==> src/core/fee_regs.vh <==
/*
  Constants of the fault exception unit: register offsets, field positions,
  reset values, exception numbers and fixed levels.
  Assumes inclusion by bare name from the unit's design file.
*/
`ifndef FEE_REGS_VH
`define FEE_REGS_VH

// ********************************************************
// Register byte offsets (APB, one aligned word each)
// ********************************************************
`define FEE_OFS_CFG       12'h000
`define FEE_OFS_PRIO      12'h004
`define FEE_OFS_HCS       12'h008
`define FEE_OFS_BESTAT    12'h00C
`define FEE_OFS_STATE     12'h010

// ********************************************************
// Config control fields
// ********************************************************
`define FEE_CFG_UNALIGN   3
`define FEE_CFG_DIV0      4

// ********************************************************
// Handler control state fields
// ********************************************************
`define FEE_HCS_MP_ACT    0
`define FEE_HCS_BE_ACT    1
`define FEE_HCS_PU_ACT    3
`define FEE_HCS_PU_PEND   12
`define FEE_HCS_MP_PEND   13
`define FEE_HCS_BE_PEND   14
`define FEE_HCS_MP_ENA    16
`define FEE_HCS_BE_ENA    17
`define FEE_HCS_PU_ENA    18

// ********************************************************
// Bus error status fields
// ********************************************************
`define FEE_BES_PRECISE   1
`define FEE_BES_IMPRECISE 2

// ********************************************************
// Priority register fields (8 bits per fault)
// ********************************************************
`define FEE_PRIO_MP_LSB   0
`define FEE_PRIO_BE_LSB   8
`define FEE_PRIO_PU_LSB   16

// ********************************************************
// Exception numbers and fixed levels
// ********************************************************
`define FEE_EXC_NONE      4'h0
`define FEE_EXC_NMI       4'h2
`define FEE_EXC_CAF       4'h3
`define FEE_EXC_MPF       4'h4
`define FEE_EXC_BEF       4'h5
`define FEE_EXC_PUF       4'h6
// Signed 10-bit level: NMI -2, catch-all -1, thread idle 256
`define FEE_LVL_NMI       10'h3FE
`define FEE_LVL_CAF       10'h3FF
`define FEE_LVL_IDLE      10'h100

`define FEE_RESET_ZERO    32'h00000000
`define FEE_PSLVERR_OK    1'b0

`endif

==> src/core/fee_fault_unit.v <==
/*
  Fault exception unit: classifies memory protection, bus error and program
  usage faults, pends them, escalates to the catch-all fault, arbitrates
  against the running level and the mask, and flags lockup.
  Assumes pipeline event pulses on SYS_CLK, an APB master on the same clock,
  and a pipeline that answers TAKE_* by entering/leaving handlers.
*/
`timescale 1ns/1ps
`include "fee_regs.vh"

// How it works
// RULE1: Catch-all fault is number 3, level -1
// RULE2: Faults 4,5,6 use programmable priorities
// RULE3: Faults 4,5,6 disabled after reset
// RULE4: Disabled or nested fault goes to catch-all
// RULE5: Priority and mask decide entry and preemption
// RULE6: Same-kind fault in own handler escalates
// RULE7: Fault not above serviced fault escalates
// RULE8: Fault not above current level escalates
// RULE9: Disabled configurable fault becomes catch-all
// RULE10: Bus error on bus-handler push stays
// RULE11: Only reset and NMI preempt catch-all
// RULE12: Status records precise and imprecise flags
// RULE13: Precise bus error raised at transfer end
// RULE14: Precise error in NMI/catch-all locks up
// RULE15: Debugger bus errors go to debug only
// RULE16: Imprecise error pends, pipeline keeps going
// RULE17: Higher interrupt served before pended bus error
// RULE18: Imprecise with bus handler off pends catch-all
// RULE19: Imprecise-origin catch-all never locks up (a precise bus, protection or usage fault in it still locks up here)
// RULE20: Protection violations raise protection fault
// RULE21: Fetch, data, vector, stacking errors raise bus
// RULE22: Undefined, multi-unaligned always; others when enabled
// RULE23: Control bits enable divide and unaligned traps
// RULE24: Handler state holds enable, pend, active bits
// RULE25: Highest priority wins, ties lowest number
module fee_fault_unit (
  input  wire        SYS_CLK,
  input  wire        RST_N,
  // APB slave
  input  wire        PSEL,
  input  wire        PENABLE,
  input  wire        PWRITE,
  input  wire [11:0] PADDR,
  input  wire [31:0] PWDATA,
  output reg  [31:0] PRDATA,
  output reg         PREADY,
  output reg         PSLVERR,
  // Pipeline fault events, one-cycle pulses
  input  wire        MPU_VIOLATION,
  input  wire        BUS_ERR_PRECISE,
  input  wire        BUS_ERR_IMPRECISE,
  input  wire        BUS_ERR_DEBUG,
  input  wire        BUS_ERR_BE_PUSH,
  input  wire        UNDEF_INSTR,
  input  wire        UNALIGNED_MULTI,
  input  wire        UNALIGNED_SINGLE,
  input  wire        DIV_BY_ZERO,
  // Running state from the pipeline
  input  wire [9:0]  CUR_LEVEL,
  input  wire [3:0]  CUR_EXC,
  input  wire        MASK_ALL,
  input  wire        MASK_FAULT,
  input  wire [9:0]  IRQ_LEVEL,
  input  wire        IRQ_REQ,
  input  wire        EXC_RETURN,
  // Decisions to the pipeline
  output reg         TAKE_VALID,
  output reg  [3:0]  TAKE_EXC,
  output reg         DIV_ZERO_QUIET,
  output reg         DEBUG_BUS_ERR,
  output reg         LOCKUP
);

  // ********************************************************
  // Registers
  // ********************************************************
  reg [31:0] prio_ff;
  reg        trap_div_ff, trap_unal_ff;
  reg        ena_mp_ff, ena_be_ff, ena_pu_ff;
  reg        pend_mp_ff, pend_be_ff, pend_pu_ff, pend_caf_ff;
  reg        act_mp_ff, act_be_ff, act_pu_ff, act_caf_ff;
  reg        bes_prec_ff, bes_imp_ff;
  reg        caf_imp_ff;
  reg        nxt_pend_mp, nxt_pend_be, nxt_pend_pu, nxt_pend_caf;
  reg        nxt_lockup, nxt_caf_imp;
  reg [3:0]  nxt_take;

  wire [7:0] lvl_mp = prio_ff[`FEE_PRIO_MP_LSB +: 8];
  wire [7:0] lvl_be = prio_ff[`FEE_PRIO_BE_LSB +: 8];
  wire [7:0] lvl_pu = prio_ff[`FEE_PRIO_PU_LSB +: 8];

  // Signed compare on 10-bit levels: fault level strictly above running level
  function preempts;
    input [7:0] lvl;
    input [9:0] cur;
    begin
      preempts = ($signed({2'b00, lvl}) < $signed(cur));
    end
  endfunction

  // ********************************************************
  // APB access decode
  // ********************************************************
  wire acc    = PSEL & PENABLE & ~PREADY;
  wire wr_acc = acc & PWRITE;
  wire wr_cfg = wr_acc && (PADDR == `FEE_OFS_CFG);
  wire wr_pri = wr_acc && (PADDR == `FEE_OFS_PRIO);
  wire wr_hcs = wr_acc && (PADDR == `FEE_OFS_HCS);
  wire wr_bes = wr_acc && (PADDR == `FEE_OFS_BESTAT);
  wire mapped = (PADDR == `FEE_OFS_CFG) || (PADDR == `FEE_OFS_PRIO) || (PADDR == `FEE_OFS_HCS) ||
                (PADDR == `FEE_OFS_BESTAT) || (PADDR == `FEE_OFS_STATE);

  // ********************************************************
  // Fault classification
  // ********************************************************
  wire ev_mp = MPU_VIOLATION;                                         // RULE20
  wire ev_be_prec = BUS_ERR_PRECISE & ~BUS_ERR_DEBUG;                 // RULE13 RULE21
  wire ev_be = ev_be_prec | BUS_ERR_IMPRECISE;                        // RULE16
  wire ev_pu = UNDEF_INSTR | UNALIGNED_MULTI |
               (UNALIGNED_SINGLE & trap_unal_ff) |
               (DIV_BY_ZERO & trap_div_ff);                           // RULE22 RULE23
  wire in_fault = act_mp_ff | act_be_ff | act_pu_ff;
  wire in_top   = act_caf_ff | (CUR_EXC == `FEE_EXC_NMI);

  // Synchronous faults escalate when disabled or not above running level
  wire esc_mp = ev_mp & (~ena_mp_ff | ~preempts(lvl_mp, CUR_LEVEL));  // RULE6 RULE7 RULE8 RULE9
  wire esc_pu = ev_pu & (~ena_pu_ff | ~preempts(lvl_pu, CUR_LEVEL));  // RULE6 RULE7 RULE8 RULE9
  // Bus error on its own handler's push is kept, never escalated
  wire esc_bp = ev_be_prec & ~BUS_ERR_BE_PUSH &
                (~ena_be_ff | ~preempts(lvl_be, CUR_LEVEL));          // RULE10 RULE4
  wire esc_bi = BUS_ERR_IMPRECISE & ~ena_be_ff;                       // RULE18

  // ********************************************************
  // Pend, escalation and lockup decisions
  // ********************************************************
  always @* begin
    nxt_pend_mp  = pend_mp_ff;
    nxt_pend_be  = pend_be_ff;
    nxt_pend_pu  = pend_pu_ff;
    nxt_pend_caf = pend_caf_ff;
    nxt_caf_imp  = caf_imp_ff;
    nxt_lockup   = LOCKUP;
    // Software writes first so that a same-cycle hardware event wins
    if (wr_hcs) begin
      nxt_pend_mp = PWDATA[`FEE_HCS_MP_PEND];
      nxt_pend_be = PWDATA[`FEE_HCS_BE_PEND];
      nxt_pend_pu = PWDATA[`FEE_HCS_PU_PEND];
    end
    // Take clears before events so that a new fault in the take cycle is kept
    if (TAKE_VALID && (TAKE_EXC == `FEE_EXC_MPF)) nxt_pend_mp = 1'b0;
    if (TAKE_VALID && (TAKE_EXC == `FEE_EXC_BEF)) nxt_pend_be = 1'b0;
    if (TAKE_VALID && (TAKE_EXC == `FEE_EXC_PUF)) nxt_pend_pu = 1'b0;
    if (TAKE_VALID && (TAKE_EXC == `FEE_EXC_CAF)) nxt_pend_caf = 1'b0;
    if (ev_mp & ~esc_mp)
      nxt_pend_mp = 1'b1;                                             // RULE2
    if (ev_pu & ~esc_pu)
      nxt_pend_pu = 1'b1;
    if ((ev_be_prec & ~esc_bp) | (BUS_ERR_IMPRECISE & ena_be_ff))
      nxt_pend_be = 1'b1;                                             // RULE16
    // Synchronous escalation inside NMI or catch-all cannot be served
    if (in_top & (esc_mp | esc_pu | esc_bp | ev_be_prec))
      nxt_lockup = 1'b1;                                              // RULE14 RULE11
    else if (esc_mp | esc_pu | esc_bp) begin
      nxt_pend_caf = 1'b1;                                            // RULE4
      nxt_caf_imp  = 1'b0;
    end
    if (esc_bi) begin
      nxt_pend_caf = 1'b1;                                            // RULE18
      if (~(esc_mp | esc_pu | esc_bp))
        nxt_caf_imp = 1'b1;                                           // RULE19
    end
  end

  // ********************************************************
  // Arbitration of pended faults
  // ********************************************************
  // Checks are ordered so that a tie keeps the lowest exception number
  always @* begin
    nxt_take = `FEE_EXC_NONE;
    if (~MASK_ALL) begin
      if (pend_caf_ff & ~act_caf_ff & $signed(`FEE_LVL_CAF) < $signed(CUR_LEVEL))
        nxt_take = `FEE_EXC_CAF;                                      // RULE1 RULE11
      else if (~MASK_FAULT) begin                                     // RULE5
        if (pend_mp_ff & ena_mp_ff & preempts(lvl_mp, CUR_LEVEL) &
            ~(pend_be_ff & ena_be_ff & (lvl_be < lvl_mp)) &
            ~(pend_pu_ff & ena_pu_ff & (lvl_pu < lvl_mp)))
          nxt_take = `FEE_EXC_MPF;                                    // RULE25
        else if (pend_be_ff & ena_be_ff & preempts(lvl_be, CUR_LEVEL) &
                 ~(pend_pu_ff & ena_pu_ff & (lvl_pu < lvl_be)))
          nxt_take = `FEE_EXC_BEF;                                    // RULE25
        else if (pend_pu_ff & ena_pu_ff & preempts(lvl_pu, CUR_LEVEL))
          nxt_take = `FEE_EXC_PUF;
      end
      // A higher interrupt goes first; the pended fault waits
      if (IRQ_REQ && (nxt_take != `FEE_EXC_CAF) &&
          ($signed(IRQ_LEVEL) < $signed({2'b00, (nxt_take == `FEE_EXC_MPF) ? lvl_mp :
                                                (nxt_take == `FEE_EXC_BEF) ? lvl_be : lvl_pu})))
        nxt_take = `FEE_EXC_NONE;                                     // RULE17
    end
  end

  // ********************************************************
  // State registers
  // ********************************************************
  always @(posedge SYS_CLK or negedge RST_N) begin
    if (!RST_N) begin
      prio_ff      <= `FEE_RESET_ZERO;
      trap_div_ff  <= 1'b0;
      trap_unal_ff <= 1'b0;
      ena_mp_ff    <= 1'b0;                                           // RULE3
      ena_be_ff    <= 1'b0;
      ena_pu_ff    <= 1'b0;
      pend_mp_ff   <= 1'b0;
      pend_be_ff   <= 1'b0;
      pend_pu_ff   <= 1'b0;
      pend_caf_ff  <= 1'b0;
      act_mp_ff    <= 1'b0;
      act_be_ff    <= 1'b0;
      act_pu_ff    <= 1'b0;
      act_caf_ff   <= 1'b0;
      bes_prec_ff  <= 1'b0;
      bes_imp_ff   <= 1'b0;
      caf_imp_ff   <= 1'b0;
      LOCKUP       <= 1'b0;
      TAKE_VALID   <= 1'b0;
      TAKE_EXC     <= `FEE_EXC_NONE;
    end else begin
      if (wr_cfg) begin
        trap_unal_ff <= PWDATA[`FEE_CFG_UNALIGN];                     // RULE23
        trap_div_ff  <= PWDATA[`FEE_CFG_DIV0];
      end
      if (wr_pri)
        prio_ff <= {8'h00, PWDATA[23:0]};                             // RULE2
      if (wr_hcs) begin
        ena_mp_ff <= PWDATA[`FEE_HCS_MP_ENA];                         // RULE24
        ena_be_ff <= PWDATA[`FEE_HCS_BE_ENA];
        ena_pu_ff <= PWDATA[`FEE_HCS_PU_ENA];
      end
      pend_mp_ff  <= nxt_pend_mp;
      pend_be_ff  <= nxt_pend_be;
      pend_pu_ff  <= nxt_pend_pu;
      pend_caf_ff <= nxt_pend_caf;
      caf_imp_ff  <= nxt_caf_imp;
      // Lockup in an imprecise-origin catch-all is held off only in cycles with no precise bus, protection or usage fault event
      LOCKUP      <= LOCKUP | (nxt_lockup & ~(act_caf_ff & caf_imp_ff & ~ev_be_prec
                                              & ~ev_mp & ~ev_pu));    // RULE19
      // Write-one-to-clear; set beats clear
      bes_prec_ff <= ev_be_prec | (bes_prec_ff & ~(wr_bes & PWDATA[`FEE_BES_PRECISE]));     // RULE12
      bes_imp_ff  <= BUS_ERR_IMPRECISE | (bes_imp_ff & ~(wr_bes & PWDATA[`FEE_BES_IMPRECISE]));
      // Active tracking: set on take, cleared on return from that handler
      if (TAKE_VALID && (TAKE_EXC == `FEE_EXC_MPF)) act_mp_ff <= 1'b1;
      else if (EXC_RETURN && (CUR_EXC == `FEE_EXC_MPF)) act_mp_ff <= 1'b0;
      if (TAKE_VALID && (TAKE_EXC == `FEE_EXC_BEF)) act_be_ff <= 1'b1;
      else if (EXC_RETURN && (CUR_EXC == `FEE_EXC_BEF)) act_be_ff <= 1'b0;
      if (TAKE_VALID && (TAKE_EXC == `FEE_EXC_PUF)) act_pu_ff <= 1'b1;
      else if (EXC_RETURN && (CUR_EXC == `FEE_EXC_PUF)) act_pu_ff <= 1'b0;
      if (TAKE_VALID && (TAKE_EXC == `FEE_EXC_CAF)) act_caf_ff <= 1'b1;
      else if (EXC_RETURN && (CUR_EXC == `FEE_EXC_CAF)) act_caf_ff <= 1'b0;
      // Take is a one-cycle pulse; nothing is taken while locked up
      TAKE_VALID <= (nxt_take != `FEE_EXC_NONE) & ~TAKE_VALID & ~LOCKUP;
      TAKE_EXC   <= (TAKE_VALID | LOCKUP) ? `FEE_EXC_NONE : nxt_take;
    end
  end

  // ********************************************************
  // Side outputs: quiet divide and debug-only bus errors
  // ********************************************************
  always @(posedge SYS_CLK or negedge RST_N) begin
    if (!RST_N) begin
      DIV_ZERO_QUIET <= 1'b0;
      DEBUG_BUS_ERR  <= 1'b0;
    end else begin
      DIV_ZERO_QUIET <= DIV_BY_ZERO & ~trap_div_ff;                   // RULE23
      DEBUG_BUS_ERR  <= BUS_ERR_DEBUG & BUS_ERR_PRECISE;              // RULE15
    end
  end

  // ********************************************************
  // APB slave: one wait state, read mux, error on unmapped
  // ********************************************************
  always @(posedge SYS_CLK or negedge RST_N) begin
    if (!RST_N) begin
      PREADY  <= 1'b0;
      PSLVERR <= `FEE_PSLVERR_OK;
      PRDATA  <= `FEE_RESET_ZERO;
    end else begin
      PREADY  <= acc;
      PSLVERR <= acc & ~mapped;
      PRDATA  <= `FEE_RESET_ZERO;
      if (acc & ~PWRITE) begin
        case (PADDR)
          `FEE_OFS_CFG:    PRDATA <= {27'h0, trap_div_ff, trap_unal_ff, 3'h0};
          `FEE_OFS_PRIO:   PRDATA <= prio_ff;
          `FEE_OFS_HCS:    PRDATA <= {13'h0, ena_pu_ff, ena_be_ff, ena_mp_ff, 1'b0,
                                      pend_be_ff, pend_mp_ff, pend_pu_ff, 8'h0,
                                      act_pu_ff, 1'b0, act_be_ff, act_mp_ff};  // RULE24
          `FEE_OFS_BESTAT: PRDATA <= {29'h0, bes_imp_ff, bes_prec_ff, 1'b0};   // RULE12
          `FEE_OFS_STATE:  PRDATA <= {26'h0, in_fault, caf_imp_ff, pend_caf_ff,
                                      act_caf_ff, LOCKUP, 1'b0};
          default:         PRDATA <= `FEE_RESET_ZERO;
        endcase
      end
    end
  end

endmodule // fee_fault_unit

==> config.mk <==
export PLATFORM = sky130hd
export DESIGN_NAME = fee_fault_unit
export DESIGN_NICKNAME = d
export VERILOG_FILES = /design/src/core/fee_fault_unit.v
export VERILOG_INCLUDE_DIRS = /design/src /design/src/core
export SDC_FILE = /design/constraint.sdc
export NUM_CORES = 1
export LEC_CHECK = 0
export ABC_AREA = 1
export BUFFER_PORTS_ARGS = -buffer_cell sky130_fd_sc_hd__buf_2
export CAP_MARGIN = 20
export CORE_MARGIN = 5
export CORE_UTILIZATION = 40
export CTS_CLUSTER_DIAMETER = 150
export CTS_CLUSTER_SIZE = 24
export DETAILED_ROUTE_END_ITERATION = 8
export SYNTH_ARGS = -nofsm -noshare
export SYNTH_HDL_FRONTEND = slang
export SYNTH_SLANG_ARGS = --single-unit
export TNS_END_PERCENT = 20
==> constraint.sdc <==
create_clock -name SYS_CLK -period 3.7 [get_ports SYS_CLK]
set_clock_uncertainty 0.1 [all_clocks]
set_input_delay 0 -clock SYS_CLK [delete_from_list [all_inputs] [get_ports SYS_CLK]]
set_output_delay 0 -clock SYS_CLK [all_outputs]
set_load 0.1 [all_outputs]
==> impl_metrics.toml, run 1 <==
[cells_and_area]
area_growth_syn_to_layout_pct = 35.3
fin_area_um2 = 6410
final_cell_mix = "nand2_1 (152), buf_2 (109), inv_1 (98)"
finalNetCount = 926
drive_gt1_share_pct = 22.7
top_regs = "PRDATA x24, prio_ff x24, TAKE_EXC x3"
layout_commonest_cell = "nand2_1"
layoutNonFillerInstCount = 939
insertedDiodeCount = 0
fin_util_pct = 55.7

[pwr]
vdd_drop_max_mv = 0.231
combPwrFrac_pct = 13.5
finalPower_mw = 1.93
p_sw_mw = 0.524
seqPwrFrac_pct = 42.7
cellPowerDensity_nw_per_um2 = 300
switching_share_pct = 27.2
leakagePower_nw = 3.39
clkPwrFrac_pct = 43.8
intPower_mw = 1.40

[sta]
relSlewSlack_pct = 37.5
final-max-slew-violation-count = 0
period_share_pct = 91.8
period_minus_slack_ns = 3.40
hold_violations = 0
clock.fmax_mhz = 294
setup_viol = 0
whs_ns = 0.0197
tightestPinTransition_ns = 0.937

[setup_path]
worst_setup_path_end_kind = "flip-flop"
worstPathArrival_ns = 3.53
critical_path.max_fanout = 9
critPathKind = "flip-flop to flip-flop"
reg2reg_depth = 22
reg2reg_to = "TAKE_VALID"
worstPathRequired_ns = 3.83
crit_path_start_kind = "flip-flop"
startpoint = "prio_ff[23]"
r2r-start = "prio_ff[23]"
r2r_slack_ns = 0.30
crit_end = "TAKE_VALID"

[flow_run]
max_cap_viol_count = 0

[synth]
ys_seq_area_share_pct = 38.6
yosysWarningCount = 0
synth_area_leaders = "dfrtp_1 (39%), ha_1 (13%), nand2_1 (12%), inv_1 (7.9%), a21oi_1 (4.8%)"
synth_top_cell_area_share_pct = 38.6
synth_cells = 611
ys_ff_latch = 73
ys_types = 44
avgSynthCellArea_um2 = 7.75
netlist_area_um2 = 4740
yosysTopAreaCell = "dfrtp_1"

[global_routing]
overflow = 0
grt_pass1_vias = 4614
grt_pass1_wl_mm = 22.8
grt_antenna_before_repair = 0
grt_start_max_net_pins = 74
track_usage_pct = 20.2

[placed_design]
dpl.cell_count = 863
place_area_um2 = 5480
gp_congestion = 0.864
hpwl_mm = 10.7
port-buffer-count = 110

[cts]
clock_latency_ns = 0.34
htreeDepth = 3
cts_tree = "yes"
cts_buffers = 9
cts_num_sinks = 73
clkTransAtPathRegs_ns = 0.06
root_buffer = "clkbuf_16"
cts_buffer_depth = 2

[route]
vias = 4606
ant_nets = 0
drc = 0
wl_per_cell_um = 14.9
drtIter0Drc = 262
wirelength_mm = 14.0
route.detailed.vias_per_inst = 4.91
dr.pass1.iters = 5

[die]
num_rows = 39
ios = 128
die_y_um = 119
dieArea_um2 = 14100
fp.coreArea_um2 = 11500
die_w_um = 119
start_util_pct = 41.1

[worst_hold_path]
min_path_type = "input pin to flip-flop"

[status]
outcome = "finished clean"
[through the flow]
stage          worst slack, ns  TNS [ns]
3_5_place_dp             0.197         0
3_3_place_gp             0.283         0
2_1_floorplan            0.579         0
4_1_cts                  0.178         0
5_1_grt               -0.00588  -0.00588
6_report                 0.303         0
[timing repair]
| item | in CTS | in global routing |
|---|---|---|
| buffers inserted | 0 | 9 |
| endpoints found under the setup margin | 0 | 4 |
| resized for setup | 0 | 20 |
| hold endpoints to repair | 133 | 0 |
| hold buffers | 51 | 0 |
[worst min path at each step]
stage / from / end / slack (ns) / cells after the start
floorplan: RST_N / DEBUG_BUS_ERR / -0.40 / 0
global placement: RST_N / prio_ff[15] / 0.1 / 1
detailed placement: RST_N / PRDATA[6] / 0.11 / 1
CTS: PADDR[10] / PRDATA[5] / 0.01 / 6
global route: PADDR[4] / PRDATA[5] / 0.04 / 5
finish: PADDR[10] / PRDATA[5] / 0.02 / 6
[synthesized netlist by cell type]
master	instances
nand4_2	3
dfrtp_1	73
ha_1	49
a21oi_1	45
nand2_1	155
or2_1	1
nand3b_1	3
nor4b_1	1
conb_1	1
a22oi_1	1
nor4_4	2
a41oi_1	2
o211ai_1	9
clkbuf_1	8
o21ai_2	1
nor2_2	4
a31oi_1	2
o21bai_1	1
a221o_1	1
clkinv_1	1
nor4_2	2
or2_2	1
nor2_1	45
a21oi_4	1
or3_1	1
inv_1	100
mux2_2	2
nand2_2	4
nand3_4	1
o21a_1	2
a21boi_1	2
a221oi_1	1
o31ai_1	1
nand3_2	1
o21ai_0	39
nor4_1	3
nor2_4	1
buf_2	3
nand4_1	7
o21ai_1	1
nand3_1	7
inv_2	2
nor3_1	12
buf_4	9
[power groups by stage]
stage / Combinational (mW) / Sequential, mW / Clock, mW
6_report: 0.260 / 0.823 / 0.844
2_1_floorplan: 0.120 / 0.849 / 0
4_1_cts: 0.258 / 0.822 / 0.855
3_3_place_gp: 0.213 / 0.836 / 0
5_1_grt: 0.288 / 0.823 / 0.891
3_5_place_dp: 0.217 / 0.836 / 0
[routing by layer]
metal / routed length (µm) / GRT usage, % / share of wire, % / up-vias
li1: - / - / - / 2326
met1: 6490 / 26.9 / 46 / 2128
met2: 6500 / 33.6 / 46 / 131
met3: 724 / 2.94 / 5.2 / 21
met4: 274 / 7.24 / 2.0 / 0
met5: 0 / 0 / 0 / -
[worst max-delay path: stages (launching register included)]
cell and delay [ns]:
dfrtp_1 0.46, ha_1 0.32, nand2_1 0.07, nand2_1 0.04
a21oi_1 0.21, nand3_2 0.14, nor2_2 0.14, nand2_1 0.08
nor2_2 0.15, o21ai_2 0.10, nand2_4 0.11, buf_12 0.12
o211ai_1 0.08, o21ai_1 0.14, ha_1 0.28, a21oi_1 0.12
o21ai_0 0.10, a41oi_1 0.15, nand2_1 0.09, nand2_2 0.09
nand2_2 0.06, o21ai_1 0.07, nand2_1 0.06
[final cells by class]
| cell class | count | area [µm²] |
|---|---|---|
| repair buffers | 181 | 1230 |
| fillers | 1079 | 5110 |
| multi-input cells | 423 | 2500 |
| clock buffers | 13 | 260 |
| well taps | 143 | 179 |
| flip-flops and latches | 73 | 1830 |
| inverters | 103 | 387 |
| clock inverters | 3 | 22.5 |
[cells by family after synthesis]
family | count (synthesis) | share of synthesized area, %
compound gates | 109 | 13.1
fa+ha+maj | 49 | 12.9
buf+inv | 123 | 10.5
other cells | 1 | 0.0792
mux | 2 | 0.475
flops | 73 | 38.6
simple gates | 254 | 24.3
Note: power is estimated with default switching activity, not from simulation.
==> run 2, diff against run 1 <==
--- a/config.mk
+++ b/config.mk
@@ -13,3 +13,3 @@
 export CORE_UTILIZATION = 40
-export CTS_CLUSTER_DIAMETER = 150
+export CTS_CLUSTER_DIAMETER = 80
 export CTS_CLUSTER_SIZE = 24
==> constraint.sdc (replaced) <==
create_clock -name SYS_CLK -period 3.7 [get_ports SYS_CLK]
set_clock_uncertainty 0.1 [all_clocks]
set_input_delay 0.185 -clock SYS_CLK [delete_from_list [all_inputs] [get_ports SYS_CLK]]
set_output_delay 0.185 -clock SYS_CLK [all_outputs]
set_load 0.1 [all_outputs]
==> run 2 against run 1 <==
The flow now finishes with violations (hold timing). Maximum frequency fell by 3.1%. Critical path type unchanged. Largest power group unchanged. Worst setup slack got worse by 0.11 ns. Sequential power barely moved. First-iteration DRC count fell by 16%. Clock power rose by 0.6%. Critical path depth rose by 1. Sequential share of layout area rose by 1.6 points. Cell area fell by 4.8%. Utilization fell by 2.7 points.
==> impl_metrics.toml, run 2 (synthesis results as in run 1) <==
[setup_path]
crit_slowest_cell = "dfrtp_1"
critPathKind = "flip-flop to flip-flop"
worst_setup_path_end_kind = "flip-flop"
crit_path_start_kind = "flip-flop"
crit_family = "simple AND/OR/NAND/NOR gates"
path_cells = "ha_1 -> nand2_1 -> inv_1 -> nand2_1 -> nand2_1 -> nand2_1 -> nand2_2 -> inv_2 -> nor2_4 -> nor2_2 -> o21ai_2 -> nand2_4 -> buf_12 -> o21ai_0 -> ha_1 -> nand2_1 -> o21ai_1 -> a41oi_2 -> nand2_1 -> nand2_2 -> nand2_2 -> nand2_1 -> nand2_1"
cp_common_cell = "nand2_1"
critical_path.max_fanout = 9
worstPathRequired_ns = 3.83
worstPathArrival_ns = 3.63
max_stage_delay_ns = 0.47
critPathBufInv = 3

[status]
outcome = "finished, violations left"
violations = "hold timing"

[cells_and_area]
fin_area_um2 = 6100
final_cell_mix = "nand2_1 (152), buf_2 (109), inv_1 (94)"
area_growth_syn_to_layout_pct = 28.8
finalNetCount = 886
multi_input_area_um2 = 2580
layout_commonest_cell = "nand2_1"
top_regs = "PRDATA x24, prio_ff x24, TAKE_EXC x3"
drive_gt1_share_pct = 26.1
fin_util_pct = 53.0
insertedDiodeCount = 0
num-fill-cells = 1139
regArea_um2 = 1840

[route]
dr.pass1.iters = 4
ant_nets = 0
top_layer_used = "met4"
wl_met3_um = 665
wl_met2_mm = 6.46
wirelength_mm = 13.6
wl_met1_mm = 6.25
drtIter0Drc = 219
drc = 0
route.detailed.vias_per_inst = 4.92
vias = 4421
wl_per_cell_um = 15.2

[global_routing]
grt_start_max_net_pins = 74
grt_pass1_wl_mm = 21.8
grt_antenna_before_repair = 0
overflow = 0
track_usage_pct = 19.4
grt_pass1_vias = 4343

[cts]
clock_latency_ns = 0.34
cts_buffer_depth = 2
cts_buffers = 9
clkTransAtPathRegs_ns = 0.06
htreeDepth = 3
cts_num_sinks = 73
root_buffer = "clkbuf_16"
cts_tree = "yes"

[pwr]
vdd_drop_max_mv = 0.177
combPwrFrac_pct = 12.3
clkPwrFrac_pct = 44.6
switching_share_pct = 27.5
cellPowerDensity_nw_per_um2 = 312
leakagePower_nw = 3.21
seqPwrFrac_pct = 43.2
intPower_mw = 1.38
p_sw_mw = 0.525

[die]
start_util_pct = 41.1
fp.coreArea_um2 = 11500
die_y_um = 119
num_rows = 39
ios = 128
dieArea_um2 = 14100
die_w_um = 119

[sta]
clock.fmax_mhz = 285
setup_viol = 0
relSlewSlack_pct = 37.3
period_minus_slack_ns = 3.51
hold_violations = 1
layout_setup_ws_ns = 0.195
period_share_pct = 94.7
tightestPinTransition_ns = 0.941
final-max-slew-violation-count = 0
whs_ns = -0.00134

[placed_design]
dp_slack_ns = 0.154
gp_congestion = 0.871
place_area_um2 = 5480
port-buffer-count = 110
hpwl_mm = 10.8

[worst_hold_path]
min_path_type = "input pin to flip-flop"

[flow_run]
max_cap_viol_count = 0
run 2: cell types whose count changed in the layout (fill, tap and decap cells not counted), sizes merged:
cell	delta
buf	-1
dlygate4sd3	-39
run 2: final timing paths:
kind | startpoint | endpoint | slack [ns] | depth (start not counted)
max | prio_ff[18] | TAKE_VALID | 0.19 | 23
min | PWDATA[20] | prio_ff[20] | -0.001 | 3
min in group asynchronous | RST_N | prio_ff[23] | 0.44 | 2
max in group asynchronous | RST_N | prio_ff[3] | 2.36 | 2
min reg2reg | PREADY | PREADY | 0.34 | 1
max reg2reg | prio_ff[18] | TAKE_VALID | 0.19 | 23
run 2: layer usage:
layer  track usage, %  vias to the layer above
met4             6.88                        0
li1                 -                     2248
met5                0                        -
met2             31.7                      108
met1             26.1                     2047
met3             3.13                       18
run 2: power groups by stage:
stage	logic, mW	registers (mW)	clock network [mW]
final	0.234	0.822	0.849
after floorplan	0.120	0.849	0
after CTS	0.228	0.822	0.859
after global routing	0.261	0.823	0.892
after detailed placement	0.217	0.836	0
after global placement	0.212	0.836	0
run 2: per-stage QoR:
step | setup TNS, ns | power (mW) | std cells
2_1_floorplan | 0 | 0.969 | 619
3_3_place_gp | 0 | 1.05 | 863
3_5_place_dp | 0 | 1.05 | 863
4_1_cts | 0 | 1.91 | 891
5_1_grt | -0.0321 | 1.98 | 899
6_report | 0 | 1.90 | 899
run 2: cell type report:
cell class,count,area share [%]
Clock buffer,13,4.27
Clock inverter,3,0.369
Sequential cell,73,30.1
Tap cell,143,2.93
Timing Repair Buffer,141,13.6
Multi-Input combinational cell,423,42.4
Inverter,103,6.34
run 2: worst register-to-register path: stages, from the launching register on:
cell and delay (ns):
dfrtp_1 0.47, ha_1 0.32, nand2_1 0.05, inv_1 0.05, nand2_1 0.04, nand2_1 0.09, nand2_1 0.07, nand2_2 0.08
inv_2 0.05, nor2_4 0.16, nor2_2 0.07, o21ai_2 0.21, nand2_4 0.11, buf_12 0.15, o21ai_0 0.34, ha_1 0.31
nand2_1 0.09, o21ai_1 0.09, a41oi_2 0.17, nand2_1 0.09, nand2_2 0.10, nand2_2 0.06, nand2_1 0.08, nand2_1 0.05
run 2: repair_timing:
item | in CTS | in global routing
hold buffers | 12 | 0
endpoints found under the hold margin | 82 | 0
gates resized for setup | 0 | 36
endpoints found under the setup margin | 0 | 4
buffers inserted | 0 | 8
==> run 3, diff against run 2 <==
- ABC_AREA: 1 -> not set
- CORE_UTILIZATION: 40 -> 53
- PLACE_DENSITY: not set -> 0.81
- SETUP_SLACK_MARGIN: not set -> 0.5
==> run 3 against run 2 <==
The flow finishes with violations (setup timing). Non-clock buffer count rose by 64. Utilization rose by 23 points. Combinational power barely moved.
==> impl_metrics.toml, run 3 <==
[route]
drc = 0
wl_per_cell_um = 20.2
drtIter0Drc = 420
route.detailed.vias_per_inst = 5.84
ant_nets = 0
dr.pass1.iters = 6
wirelength_mm = 15.0
vias = 4340

[cells_and_area]
layoutNonFillerInstCount = 743
layout_commonest_cell = "buf_2"
finalNetCount = 768
insertedDiodeCount = 0
top_regs = "PRDATA x24, prio_ff x24, TAKE_EXC x3"
drive_gt1_share_pct = 39.7
area_growth_syn_to_layout_pct = 38.7
fin_area_um2 = 6250
final_cell_mix = "buf_2 (110), buf_4 (69), dfrtp_1 (67)"
num-fill-cells = 591

[cts]
cts_buffers = 9
root_buffer = "clkbuf_8"
htreeDepth = 3
clkTransAtPathRegs_ns = 0.09
clock_latency_ns = 0.36
cts_tree = "yes"
cts_num_sinks = 73
cts_buffer_depth = 2

[synth]
yosysWarningCount = 0
yosysTopAreaCell = "dfrtp_1"
netlist_area_um2 = 4510
ys_seq_area_share_pct = 40.5
synth.most_common_cell = "dfrtp_1"
avgSynthCellArea_um2 = 10.5
synth-edff-count = 0
ys_types = 63
ys_async_sr_fraction_pct = 100
synth_top_cell_area_share_pct = 40.5
synth_cells = 428
synth_top_flop_cell = "dfrtp_1"
synth_area_leaders = "dfrtp_1 (41%), ha_1 (14%), mux2_2 (7.2%), inv_1 (2.4%), and2_1 (2.4%)"
synth_commonest_cells = "dfrtp_1 (73), ha_1 (49), inv_1 (29), mux2_2 (29), nor2_1 (28)"
ys_ff_latch = 73

[sta]
tns_ns = -1.75
relSlewSlack_pct = 51.9
rsz0062_at_grt = "yes"
final-max-slew-violation-count = 0
layout_setup_ws_ns = -0.456
period_minus_slack_ns = 4.16
clock.fmax_mhz = 241
tightestPinTransition_ns = 0.714
period_share_pct = 112
hold_violations = 0
setup_viol = 4

[placed_design]
hpwl_mm = 11.2
place_area_um2 = 5620
gp_congestion = 0.944
dp_slack_ns = -0.634
port-buffer-count = 110
dpl.cell_count = 695

[setup_path]
worstPathRequired_ns = 3.88
critPathKind = "flip-flop to flip-flop"
worstPathArrival_ns = 4.33
worst_setup_path_end_kind = "flip-flop"
critical_path.max_fanout = 4
startpoint = "prio_ff[10]"
crit_path_start_kind = "flip-flop"
r2r-start = "prio_ff[10]"

[status]
outcome = "finished, violations left"
violations = "setup timing"

[die]
num_rows = 33
ios = 128
die_y_um = 102
die_w_um = 102
fp.coreArea_um2 = 8260
dieArea_um2 = 10500
start_util_pct = 54.6

[worst_hold_path]
min_path_type = "input pin to flip-flop"
min_from = "PWDATA[2]"

[global_routing]
overflow = 0
grt_pass1_wl_mm = 22.8
grt_pass1_vias = 4351
grt_start_max_net_pins = 29
track_usage_pct = 29.0
grt_antenna_before_repair = 0

[flow_run]
max_cap_viol_count = 0

[pwr]
cellPowerDensity_nw_per_um2 = 281
leakagePower_nw = 3.15
vdd_drop_max_mv = 0.169
finalPower_mw = 1.76
==> run 3: cell types whose count changed after synthesis, moves of 17 or more <==
cell / delta
nand2_1: -136
a21oi_1: -33
inv_1: -71
and2_1: +17
nor2_1: -17
mux2_2: +27
o21ai_0: -27
==> run 3: area by class of cell <==
class	count	area, µm²	share of cell area [%]
inverter	29	109	1.74
timing repair buffer	205	1340	21.4
multi-input combinational	315	2610	41.8
clock inverter	7	101	1.62
tap	105	131	2.10
clock buffer	9	124	1.98
sequential	73	1830	29.3
==> run 3: timing repair <==
item / in CTS / in global routing
resized for setup: 19 / 2
pin swaps: 23 / 1
setup buffers: 7 / 0
hold endpoints to repair: 44 / 0
setup endpoints to repair: 4 / 4
hold buffers: 25 / 0
==> run 3: kinds of logic (layout without fill, tap and decap cells) <==
kind of cell	count (synthesis)	in the layout	share of synthesized area, %
flops	73	73	40.5
other cells	1	9	0.0832
mux	34	34	8.35
compound gates	106	106	17.7
buf+inv	48	250	5.00
fa+ha+maj	49	49	13.6
simple gates	117	117	14.8
==> run 3: final timing paths <==
path	endpoint	slack (ns)	depth (start not counted)
max	TAKE_VALID	-0.46	18
min	prio_ff[2]	0.02	2
max reg2reg	TAKE_VALID	-0.46	18
min reg2reg	DIV_ZERO_QUIET	0.40	1
max in group asynchronous	prio_ff[21]	2.51	3
min in group asynchronous	prio_ff[0]	0.23	2
==> run 3: where the power goes <==
group | internal, mW | total [mW] | switching (mW)
logic | 0.0847 | 0.231 | 0.146
registers | 0.802 | 0.807 | 0.00452
clock network | 0.387 | 0.723 | 0.336
==> run 3: critical path, stage by stage, from the launching register on <==
cell       delay [ns]
dfrtp_1          0.40
inv_1            0.08
ha_1             0.33
a211o_1          0.33
a31oi_1          0.16
o211ai_1         0.14
and4_1           0.25
o21ai_1          0.10
buf_4            0.15
o22a_1           0.14
o22ai_1          0.08
ha_1             0.34
nor3_1           0.06
nor3b_1          0.20
o21ai_1          0.16
a2111oi_4        0.39
inv_1            0.07
o41a_1           0.37
a22oi_1          0.21
==> run 3: layer usage <==
metal | share of wire, % | track usage (%)
met5 | 0 | 0
met4 | 2.5 | 9.18
met3 | 8.5 | 5.32
met2 | 48 | 47.6
met1 | 41 | 39.1
==> run 3: per-stage QoR <==
stage / util (%) / hold slack [ns]
final: 75.7 / 0.0191
after detailed placement: 68.1 / 0.0608
after CTS: 75.5 / 0.000539
after global placement: 68.0 / 0.0409
after floorplan: - / -0.211
after global routing: 75.7 / 0.00777
